### config.mk
export PLATFORM = sky130hd
export DESIGN_NAME = pces_top
export DESIGN_NICKNAME = d
export VERILOG_FILES = /design/src/core/pces_pkg.sv /design/src/core/pces_flag.sv /design/src/core/pces_top.sv
export SDC_FILE = /design/constraint.sdc
export NUM_CORES = 1
export LEC_CHECK = 0
export ABC_CLOCK_PERIOD_IN_PS = 2960
export BUFFER_PORTS_ARGS = -buffer_cell sky130_fd_sc_hd__buf_2
export CAP_MARGIN = 40
export CORE_MARGIN = 4
export CORE_UTILIZATION = 38
export CTS_CLUSTER_SIZE = 24
export DETAILED_ROUTE_END_ITERATION = 16
export PLACE_DENSITY = 0.62
export SLEW_MARGIN = 30
export SYNTH_ARGS = -nofsm -noshare
export SYNTH_HDL_FRONTEND = slang
export SYNTH_SLANG_ARGS = --single-unit
### constraint.sdc
create_clock -name i_clock -period 2.96 [get_ports i_clock]
set_clock_uncertainty 0.15 [all_clocks]
set_input_delay 0.592 -clock i_clock [delete_from_list [all_inputs] [get_ports i_clock]]
set_output_delay 0.592 -clock i_clock [all_outputs]
set_load 0.01 [all_outputs]
### src/core/pces_pkg.sv
// Package for the primary cache error status block
// Holds register numbers, status field positions, reset values and carrier structs.
package pces_pkg;

  // ****************************************************************
  // Processor register numbers
  // ****************************************************************
  localparam logic [7:0] PCES_REG_TAG_ARRAY = 8'h7C;
  localparam logic [7:0] PCES_REG_INDEX = 8'h7D;
  localparam logic [7:0] PCES_REG_ERR_ADDR = 8'h7E;
  localparam logic [7:0] PCES_REG_STATUS = 8'h7F;

  // ****************************************************************
  // Status register field positions
  // ****************************************************************
  localparam int PCES_BIT_FORCE_HIT = 0;
  localparam int PCES_BIT_ENABLE = 1;
  localparam int PCES_BIT_FLUSH = 2;
  localparam int PCES_BIT_REFRESH = 3;
  localparam int PCES_BIT_PHIT = 4;
  localparam int PCES_BIT_INTR = 5;
  localparam int PCES_BIT_NESTED_TRAP = 6;
  localparam int PCES_BIT_FIRST_TRAP = 7;
  localparam int PCES_BIT_TAG_PAR = 8;
  localparam int PCES_BIT_MEM_PAR = 9;
  localparam int PCES_BIT_DATA_PAR = 10;
  localparam int PCES_BIT_BUS_ERR = 11;
  localparam int PCES_BIT_BHIT = 12;

  // ****************************************************************
  // Reset values
  // ****************************************************************
  localparam logic [31:0] PCES_RESET_WORD = 32'h0000_0000;
  localparam logic [4:0] PCES_RESET_CAUSE = 5'h00;

  // ****************************************************************
  // Carrier structs
  // ****************************************************************
  // Processor register move request
  typedef struct packed {
    logic valid;
    logic write;
    logic [7:0] number;
    logic [31:0] wdata;
  } pces_preg_req_type;

  // Error event reported by the bus interface for one reference
  typedef struct packed {
    logic valid;
    logic istream;
    logic b_hit;
    logic bus_error;
    logic data_parity;
    logic mem_parity;
    logic mem_par_requested;
    logic tag_parity;
    logic dread_hit;
    logic [31:0] address;
  } pces_err_type;

  // Memory reference presented to the cache
  typedef struct packed {
    logic valid;
    logic cpu_write;
    logic dma_write;
    logic dstream_read;
    logic [31:0] address;
    logic [31:0] wdata;
  } pces_ref_type;

endpackage : pces_pkg

### src/core/pces_flag.sv
// One sticky write-one-to-clear flag
// Assumes a single clock and synchronous active-high reset.
`timescale 1ns/1ps
module pces_flag (
  // Clock and reset
  input wire logic i_clock,
  input wire logic i_reset,
  // Set and clear
  input wire logic i_set,
  input wire logic i_clear,
  // Flag state
  output logic o_flag
);

  // Set wins over a clear arriving in the same cycle
  always_ff @(posedge i_clock) begin
    if (i_reset) begin
      o_flag <= 1'b0;
    end else if (i_set) begin
      o_flag <= 1'b1;
    end else if (i_clear) begin
      o_flag <= 1'b0;
    end
  end

endmodule : pces_flag

### src/core/pces_top.sv
// Primary cache write policy and error status logic
// Assumes the CPU core issues register moves and reports per-reference errors,
// and that the cache array returns hit and tag lookups in the same cycle.
`timescale 1ns/1ps
module pces_top (
  // Clock and reset
  input wire logic i_clock,
  input wire logic i_reset,
  // Processor register moves
  input wire pces_pkg::pces_preg_req_type i_preg,
  output logic [31:0] o_preg_rdata,
  output logic o_preg_ack,
  output logic o_preg_unmapped,
  // Memory references and cache lookup
  input wire pces_pkg::pces_ref_type i_ref,
  input wire logic i_lookup_hit,
  // Errors from the bus interface
  input wire pces_pkg::pces_err_type i_err,
  // Cache control
  output logic o_cache_write,
  output logic o_mem_write,
  output logic [31:0] o_mem_addr,
  output logic [31:0] o_mem_wdata,
  output logic o_invalidate,
  output logic [31:0] o_inval_addr,
  output logic o_flush,
  output logic o_cache_active,
  output logic o_force_hit,
  output logic o_refresh_enable,
  // Error signalling
  output logic o_soft_error_irq,
  output logic o_machine_check
);
  import pces_pkg::*;

  // ****************************************************************
  // Storage
  // ****************************************************************
  logic [31:0] tag_access_q;
  logic [31:0] index_q;
  logic [31:0] err_addr_q;
  logic [4:0] cause_q;
  logic [4:0] cause_d;
  logic enable_q;
  logic force_hit_q;
  logic refresh_q;
  logic phit_q;
  logic flush_q;
  logic intr_flag;
  logic first_trap_flag;
  logic nested_trap_flag;
  logic status_wr;
  logic lock_intr;
  logic lock_trap;
  logic want_intr;
  logic want_trap;
  logic set_intr;
  logic set_first_trap;
  logic set_nested_trap;
  logic latch_cause;
  logic ref_hit;
  logic [31:0] status_word;

  // ****************************************************************
  // Register access decode
  // ****************************************************************
  assign status_wr = i_preg.valid && i_preg.write && (i_preg.number == PCES_REG_STATUS);

  // Locking state of the status register
  assign lock_intr = intr_flag || first_trap_flag;
  assign lock_trap = first_trap_flag;

  // ****************************************************************
  // Error classification
  // ****************************************************************
  // Sort errors into interrupt class, machine-check class or both; tag parity is interrupt class only while lock_intr is clear, machine check on a data read hit
  always_comb begin
    want_intr = 1'b0;
    want_trap = 1'b0;
    if (i_err.valid) begin
      if (i_err.bus_error) begin
        if (i_err.istream) begin
          want_intr = 1'b1;
        end else begin
          want_trap = 1'b1;
        end
      end
      if (i_err.data_parity) begin
        if (i_err.istream) begin
          want_intr = 1'b1;
        end else begin
          want_trap = 1'b1;
        end
      end
      if (i_err.mem_parity) begin
        if (i_err.istream || !i_err.mem_par_requested) begin
          want_intr = 1'b1;
        end else begin
          want_trap = 1'b1;
        end
      end
      if (i_err.tag_parity && !lock_intr) begin
        want_intr = 1'b1;
      end
      if (i_err.tag_parity && i_err.dread_hit) begin
        want_trap = 1'b1;
      end
    end
  end

  // Flag set terms; nested machine check goes to the second trap bit
  assign set_first_trap = want_trap && !first_trap_flag;
  assign set_nested_trap = want_trap && first_trap_flag;
  assign set_intr = want_intr;
  assign latch_cause = (want_trap && !lock_trap) || (want_intr && !lock_intr);

  // Cause bits as logged for this reference
  always_comb begin
    cause_d = cause_q;
    if (latch_cause) begin
      cause_d[PCES_BIT_BHIT - 8] = i_err.b_hit;
      cause_d[PCES_BIT_BUS_ERR - 8] = i_err.bus_error;
      cause_d[PCES_BIT_DATA_PAR - 8] = i_err.data_parity;
      cause_d[PCES_BIT_MEM_PAR - 8] = i_err.mem_parity;
      cause_d[PCES_BIT_TAG_PAR - 8] = i_err.tag_parity;
    end
  end

  // Cause bits and error address latch
  always_ff @(posedge i_clock) begin
    if (i_reset) begin
      cause_q <= PCES_RESET_CAUSE;
      err_addr_q <= PCES_RESET_WORD;
    end else begin
      cause_q <= cause_d;
      if (latch_cause) begin
        err_addr_q <= i_err.address;
      end else if (i_preg.valid && i_preg.write && (i_preg.number == PCES_REG_ERR_ADDR)) begin
        err_addr_q <= i_preg.wdata;
      end
    end
  end

  // ****************************************************************
  // Sticky error flags
  // ****************************************************************
  pces_flag u_intr (
    .i_clock(i_clock),
    .i_reset(i_reset),
    .i_set(set_intr),
    .i_clear(status_wr && i_preg.wdata[PCES_BIT_INTR]),
    .o_flag(intr_flag)
  );

  pces_flag u_first_trap (
    .i_clock(i_clock),
    .i_reset(i_reset),
    .i_set(set_first_trap),
    .i_clear(status_wr && i_preg.wdata[PCES_BIT_FIRST_TRAP]),
    .o_flag(first_trap_flag)
  );

  pces_flag u_nested_trap (
    .i_clock(i_clock),
    .i_reset(i_reset),
    .i_set(set_nested_trap),
    .i_clear(status_wr && i_preg.wdata[PCES_BIT_NESTED_TRAP]),
    .o_flag(nested_trap_flag)
  );

  // ****************************************************************
  // Control bits of the status register
  // ****************************************************************
  // Enable, force hit and refresh; flush self-clears next cycle
  always_ff @(posedge i_clock) begin
    if (i_reset) begin
      enable_q <= 1'b0;
      force_hit_q <= 1'b0;
      refresh_q <= 1'b0;
      flush_q <= 1'b0;
    end else begin
      flush_q <= status_wr && i_preg.wdata[PCES_BIT_FLUSH];
      if (status_wr) begin
        enable_q <= i_preg.wdata[PCES_BIT_ENABLE];
        force_hit_q <= i_preg.wdata[PCES_BIT_FORCE_HIT];
        refresh_q <= i_preg.wdata[PCES_BIT_REFRESH];
      end
    end
  end

  // Cache is active only while enabled and not locked by an error
  assign o_cache_active = enable_q && !first_trap_flag && !nested_trap_flag && !intr_flag;
  assign ref_hit = o_cache_active && (i_lookup_hit || force_hit_q);

  // Latched hit comparator output for data reads, writes and invalidates
  always_ff @(posedge i_clock) begin
    if (i_reset) begin
      phit_q <= 1'b0;
    end else if (i_ref.valid && (i_ref.dstream_read || i_ref.cpu_write || i_ref.dma_write)) begin
      phit_q <= ref_hit;
    end
  end

  // ****************************************************************
  // Tag and index registers
  // ****************************************************************
  always_ff @(posedge i_clock) begin
    if (i_reset) begin
      tag_access_q <= PCES_RESET_WORD;
      index_q <= PCES_RESET_WORD;
    end else if (i_preg.valid && i_preg.write) begin
      if (i_preg.number == PCES_REG_TAG_ARRAY) begin
        tag_access_q <= i_preg.wdata;
      end
      if (i_preg.number == PCES_REG_INDEX) begin
        index_q <= i_preg.wdata;
      end
    end
  end

  // ****************************************************************
  // Register read path
  // ****************************************************************
  // Status word with upper bits forced to zero
  always_comb begin
    status_word = PCES_RESET_WORD;
    status_word[PCES_BIT_BHIT:PCES_BIT_TAG_PAR] = cause_q;
    status_word[PCES_BIT_FIRST_TRAP] = first_trap_flag;
    status_word[PCES_BIT_NESTED_TRAP] = nested_trap_flag;
    status_word[PCES_BIT_INTR] = intr_flag;
    status_word[PCES_BIT_PHIT] = phit_q;
    status_word[PCES_BIT_REFRESH] = refresh_q;
    status_word[PCES_BIT_ENABLE] = enable_q;
    status_word[PCES_BIT_FORCE_HIT] = force_hit_q;
  end

  // Registered read data and acknowledge
  always_ff @(posedge i_clock) begin
    if (i_reset) begin
      o_preg_rdata <= PCES_RESET_WORD;
      o_preg_ack <= 1'b0;
      o_preg_unmapped <= 1'b0;
    end else begin
      o_preg_ack <= i_preg.valid;
      o_preg_unmapped <= 1'b0;
      o_preg_rdata <= PCES_RESET_WORD;
      if (i_preg.valid) begin
        case (i_preg.number)
          PCES_REG_TAG_ARRAY: o_preg_rdata <= tag_access_q;
          PCES_REG_INDEX: o_preg_rdata <= index_q;
          PCES_REG_ERR_ADDR: o_preg_rdata <= err_addr_q;
          PCES_REG_STATUS: o_preg_rdata <= status_word;
          default: o_preg_unmapped <= 1'b1;
        endcase
      end
    end
  end

  // ****************************************************************
  // Write policy
  // ****************************************************************
  // Write-through for CPU writes, invalidate on DMA write hits
  always_ff @(posedge i_clock) begin
    if (i_reset) begin
      o_cache_write <= 1'b0;
      o_mem_write <= 1'b0;
      o_mem_addr <= PCES_RESET_WORD;
      o_mem_wdata <= PCES_RESET_WORD;
      o_invalidate <= 1'b0;
      o_inval_addr <= PCES_RESET_WORD;
    end else begin
      o_cache_write <= i_ref.valid && i_ref.cpu_write && ref_hit;
      o_mem_write <= i_ref.valid && i_ref.cpu_write;
      o_invalidate <= i_ref.valid && i_ref.dma_write && ref_hit;
      if (i_ref.valid && i_ref.cpu_write) begin
        o_mem_addr <= i_ref.address;
        o_mem_wdata <= i_ref.wdata;
      end
      if (i_ref.valid && i_ref.dma_write) begin
        o_inval_addr <= i_ref.address;
      end
    end
  end

  // ****************************************************************
  // Outputs
  // ****************************************************************
  assign o_flush = flush_q;
  assign o_force_hit = force_hit_q;
  assign o_refresh_enable = refresh_q;
  assign o_soft_error_irq = intr_flag;
  // Machine check pulse one cycle after a trap-class error
  always_ff @(posedge i_clock) begin
    if (i_reset) begin
      o_machine_check <= 1'b0;
    end else begin
      o_machine_check <= want_trap;
    end
  end

endmodule : pces_top

Yosys cells after proc, flatten, opt, wreduce, memory -nomap -nowiden
Index checks and enable logic that the tools add are counted.
Word-level totals
  register bits: 243
  output and inout port bits: 139
  logic and storage cells: 93
Operators by class
  eq/ne operators: 4
  muxes and demuxes: 26
  bitwise operators: 1
  reduce and logical (&&, ||, !) cells: 40
Operator list (count)
  one-hot mux 32 bit (4 select lines): 1
  2-to-1 mux 32 bit: 2
  == test 8 x 7 -> 1 bit (second input constant): 4
  2-to-1 mux 1 bit: 23
  logical AND 1 bit: 21
  nonzero test 2 bit: 4
  logical OR 1 bit: 6
  logical NOT 1 bit: 5
  AND reduction 2 bit: 2
  OR reduction 4 bit: 1
  OR reduction 2 bit: 1
  NOT 1 bit: 1

Logic depth before layout (Yosys ltp)
  depth after elaboration: 11
  gate-level depth with buffers: 8
  mapped depth without buffers: 4

Cells and area by module
A second synthesis with hierarchy kept.
Unflattened totals
  cells, all modules: 1051
  area, all modules: 9277.6 µm²
Modules (own cells, without submodules)
  pces_top: times used 1, cells each 1039, area an instance 9161.3 µm², seq. area each 4804.6 µm²
  pces_flag: times used 3, cells each 4, area an instance 38.8 µm², seq. area each 20.0 µm²

Worst setup path after synthesis
OpenSTA, ideal clock, no wires.
  path kind: in2reg
  start point: in i_preg[33] in the netlist's numbering
  end point: reg err_addr_q[10]
  data arrival time: 1.715 ns
  required time: 2.658 ns
  slack: 0.943 ns
  stages: 6
  path through: buf_4 > inv_2 > nor4_4 > buf_6 > mux2i_1 > a221oi_2
On the way
  word-level cells in the longest chain between the ends: 3
RTL lines
  start: declaration: RTL line pces_top.sv:10  | input wire pces_pkg::pces_preg_req_type i_preg,
  == test 8 x 7 -> 1 bit: RTL line pces_top.sv:138  | end else if (i_preg.valid && i_preg.write && (i_preg.number == PCES_REG_ERR_ADDR)) begin
  logical AND 1 bit: RTL line pces_top.sv:138
  nonzero test 2 bit (no line)
  end signal: assignment: RTL line pces_top.sv:137  | err_addr_q <= i_err.address;
  end signal: assignment: RTL line pces_top.sv:139  | err_addr_q <= i_preg.wdata;
  end: declaration: RTL line pces_top.sv:41  | logic [31:0] err_addr_q;
No other way between the ends.
A chain may end at the register's enable or synchronous reset.

Final worst setup path
  start point: reg u_intr.o_flag
  end point: out o_cache_active
On the way
  word-level cells in the longest chain between the ends: 2
RTL lines
  start: declaration: RTL line pces_flag.sv:12  | output logic o_flag
  start signal: assignment: RTL line pces_flag.sv:18  | o_flag <= 1'b0;
  start signal: assignment: RTL line pces_flag.sv:20  | o_flag <= 1'b1;
  start signal: assignment: RTL line pces_flag.sv:22  | o_flag <= 1'b0;
  logical NOT 1 bit: RTL line pces_top.sv:192  | assign o_cache_active = enable_q && !first_trap_flag && !nested_trap_flag && !intr_flag;
  logical AND 1 bit: RTL line pces_top.sv:192
  end: declaration: RTL line pces_top.sv:27  | output logic o_cache_active,
No other way between the ends.

==> metrics.cfg <==
[job]
drv_cap=0

[sta]
setup_slack_ps=550
max_freq_mhz=415
max_slew.worst_pin.slew_ps=677
setup_violations=0
setup-tns-final_ps=0
maxSlewViolCount=0
rsz0062_at_grt=no
min_period_ps=2410
hold_viol_final=0
post-route-period-util_pct=81.4
relSlewSlack_pct=54.9

[drt]
wl_mm=29.4
drt-vias-per-instance=5.01
drt-initial-drc-count=436
drc_errors=0
postRouteAntennaNets=0
vias=8580
first_pass_iters=5
wl_per_cell_um=17.2

[power]
leakage_nw=4.99
powerDensity_mw_per_mm2=617
ir_drop_mv=0.366
p_total_mw=7.50

[die]
io-pin-count=293
rows=57
die_x_um=166
dieHeight_um=166
core_mm2=0.0245
dieArea_mm2=0.0276
initial_utilization_pct=38.9

[synth]
muxShareOfSynthArea_pct=7.57
ys_seq_area_share_pct=51.1
yosys.area_share.simple_pct=19.6
syn_nets=1267
synth_area_leaders=dfxtp_1, nand2_1, a21oi_1, mux2i_1, a221oi_2
avgSynthCellArea_um2=8.55
netlist.top_cell.by_area=dfxtp_1
ys_warn_count=0
synth_top_family_by_area=simple AND/OR/NAND/NOR gates
synth_xor_area_share_pct=0
ys_ff_latch=243
synth-compound-area-share_pct=17.7
yosysMostFrequentCell=nand2_1
netlist_instances=1113
ys_types=43
synthTopCellsByCount=nand2_1, dfxtp_1, a21oi_1
synthArstFlopShare_pct=0
syn_area_mm2=0.00952
synthAdderAreaFrac_pct=0
synth_flop_cell=dfxtp_1
synth_edf_count=0
synth_top_area_share_pct=51.1

[worst_setup_path]
max_stage_delay_ps=530
worstSetupStartpointType=flip-flop
end_kind=output pin
path_class=flip-flop to output pin
cp_slowest_cell=nor4b_1
crit_chain=nor4b_1 -> buf_2
cp_max_fo=6
worst_ep_arrival_time_ps=1670
crit_required_ps=2220

[final_layout]
final_util_pct=49.7
finalNetCount=1523
drive_above_1_share_pct=29.0
fillCellCount=2446
area_growth_syn_to_layout_pct=27.7
layoutNonFillerInstCount=1713

[global_routing]
grt.overflow.total=0
track_usage_pct=20.1
antenna_found_initial=5
grt_pass1_wl_mm=45.8
grt_max_degree=139
grt_pass1_vias=8448

[clock_tree]
cts_tree=yes
post_cts_buffers=0
htree_num_levels=1
clockBufferDepth=3
root_buffer=clkbuf_16
numCtsBuffers=27
cts-hold-fix-buffers=0
cts_sinks=243
cts_resized=0
cts.clk_slew.worst_paths_ps=60
insertion_delay_ps=520

[place]
dp_hpwl_mm=19.7
gp_congestion=0.797
place_ws_ps=634
io_buffers=292
dp.cells=1663

[outcome]
status=complete, no violations

[hold_path]
hold_path.class=input port to flip-flop

[path summary, 6_finish.rpt]
path	from	endpoint	slack [ps]	cells past startpoint
worst max register to register	u_intr.o_flag	err_addr_q[0]	1180	5
worst max-delay path	u_intr.o_flag	o_cache_active	550	2
worst min-delay path	i_reset	o_preg_ack	140	2
worst min register to register	o_inval_addr[10]	o_inval_addr[10]	300	2
[through the flow]
| step | instance area (µm²) | hold WS, ps |
|---|---|---|
| finish | 12200 | 140 |
| global route | 12200 | 120 |
| CTS | 12100 | 120 |
| detailed placement | 11300 | 293 |
| global placement | 11300 | 289 |
| floorplan | 9520 | 286 |
[worst max-delay path: cells and delay by family, from the launching register on]
kind | cells | cell delay, ps
simple gates | 1 | 530
flops | 1 | 370
buf+inv | 1 | 250
[layout make-up]
| class | instances | area [µm²] | area share [%] |
|---|---|---|---|
| flip-flops and latches | 243 | 4870 | 40.0 |
| multi-input cells | 779 | 4290 | 35.3 |
| repair buffers | 316 | 1720 | 14.1 |
| clock buffers | 37 | 763 | 6.28 |
| well taps | 324 | 405 | 3.34 |
| clock inverters | 8 | 95.1 | 0.782 |
| diodes | 4 | 10.0 | 0.0823 |
| inverters | 2 | 7.51 | 0.0618 |
[metal layers]
metal / GRT usage (%) / up-vias / part of all wire (%)
met2: 33.7 / 305 / 47
met5: 0 / - / 0.037
met4: 6.83 / 2 / 2.8
met3: 6.36 / 55 / 8.3
li1: - / 4247 / -
met1: 24.5 / 3971 / 42
[kinds of logic after synthesis]
logic type / after synthesis
flip-flops: 243
multiplexers: 72
buffers and inverters: 91
AND/OR/NAND/NOR: 456
AO/OA/AOI/OAI: 251
[registers in the layout, summed over array words and instances (netlist names), 5 cells and up]
signal        flops
o_mem_addr       32
o_inval_addr     32
o_mem_wdata      32
err_addr_q       32
tag_access_q     32
index_q          32
cause_q           5
o_preg_rdata     32
[layout by cell type (no fill, tap or decap), types with 2 or more instances in the layout]
cell / n
a21bo_2: 2
a21oi_1: 183
a221oi_1: 2
a221oi_2: 30
a22oi_1: 12
and3_1: 2
buf_12: 4
buf_2: 291
buf_4: 19
bufinv_16: 2
clkbuf_1: 5
clkbuf_16: 27
clkbuf_8: 5
clkinv_2: 4
clkinvlp_4: 2
dfxtp_1: 242
diode_2: 4
mux2i_1: 72
nand2_1: 325
nand2_2: 2
nand2b_1: 13
nor2_1: 92
nor2b_1: 4
nor3_1: 3
nor4_4: 2
o21a_1: 2
o2bb2ai_1: 12
[power breakdown]
| part | internal [mW] | total, mW | switching (mW) |
|---|---|---|---|
| sequential | 3.40 | 3.46 | 0.0618 |
| clock | 1.96 | 3.28 | 1.32 |
| combinational | 0.309 | 0.772 | 0.462 |
No activity file was read; power rests on OpenSTA's default activity.
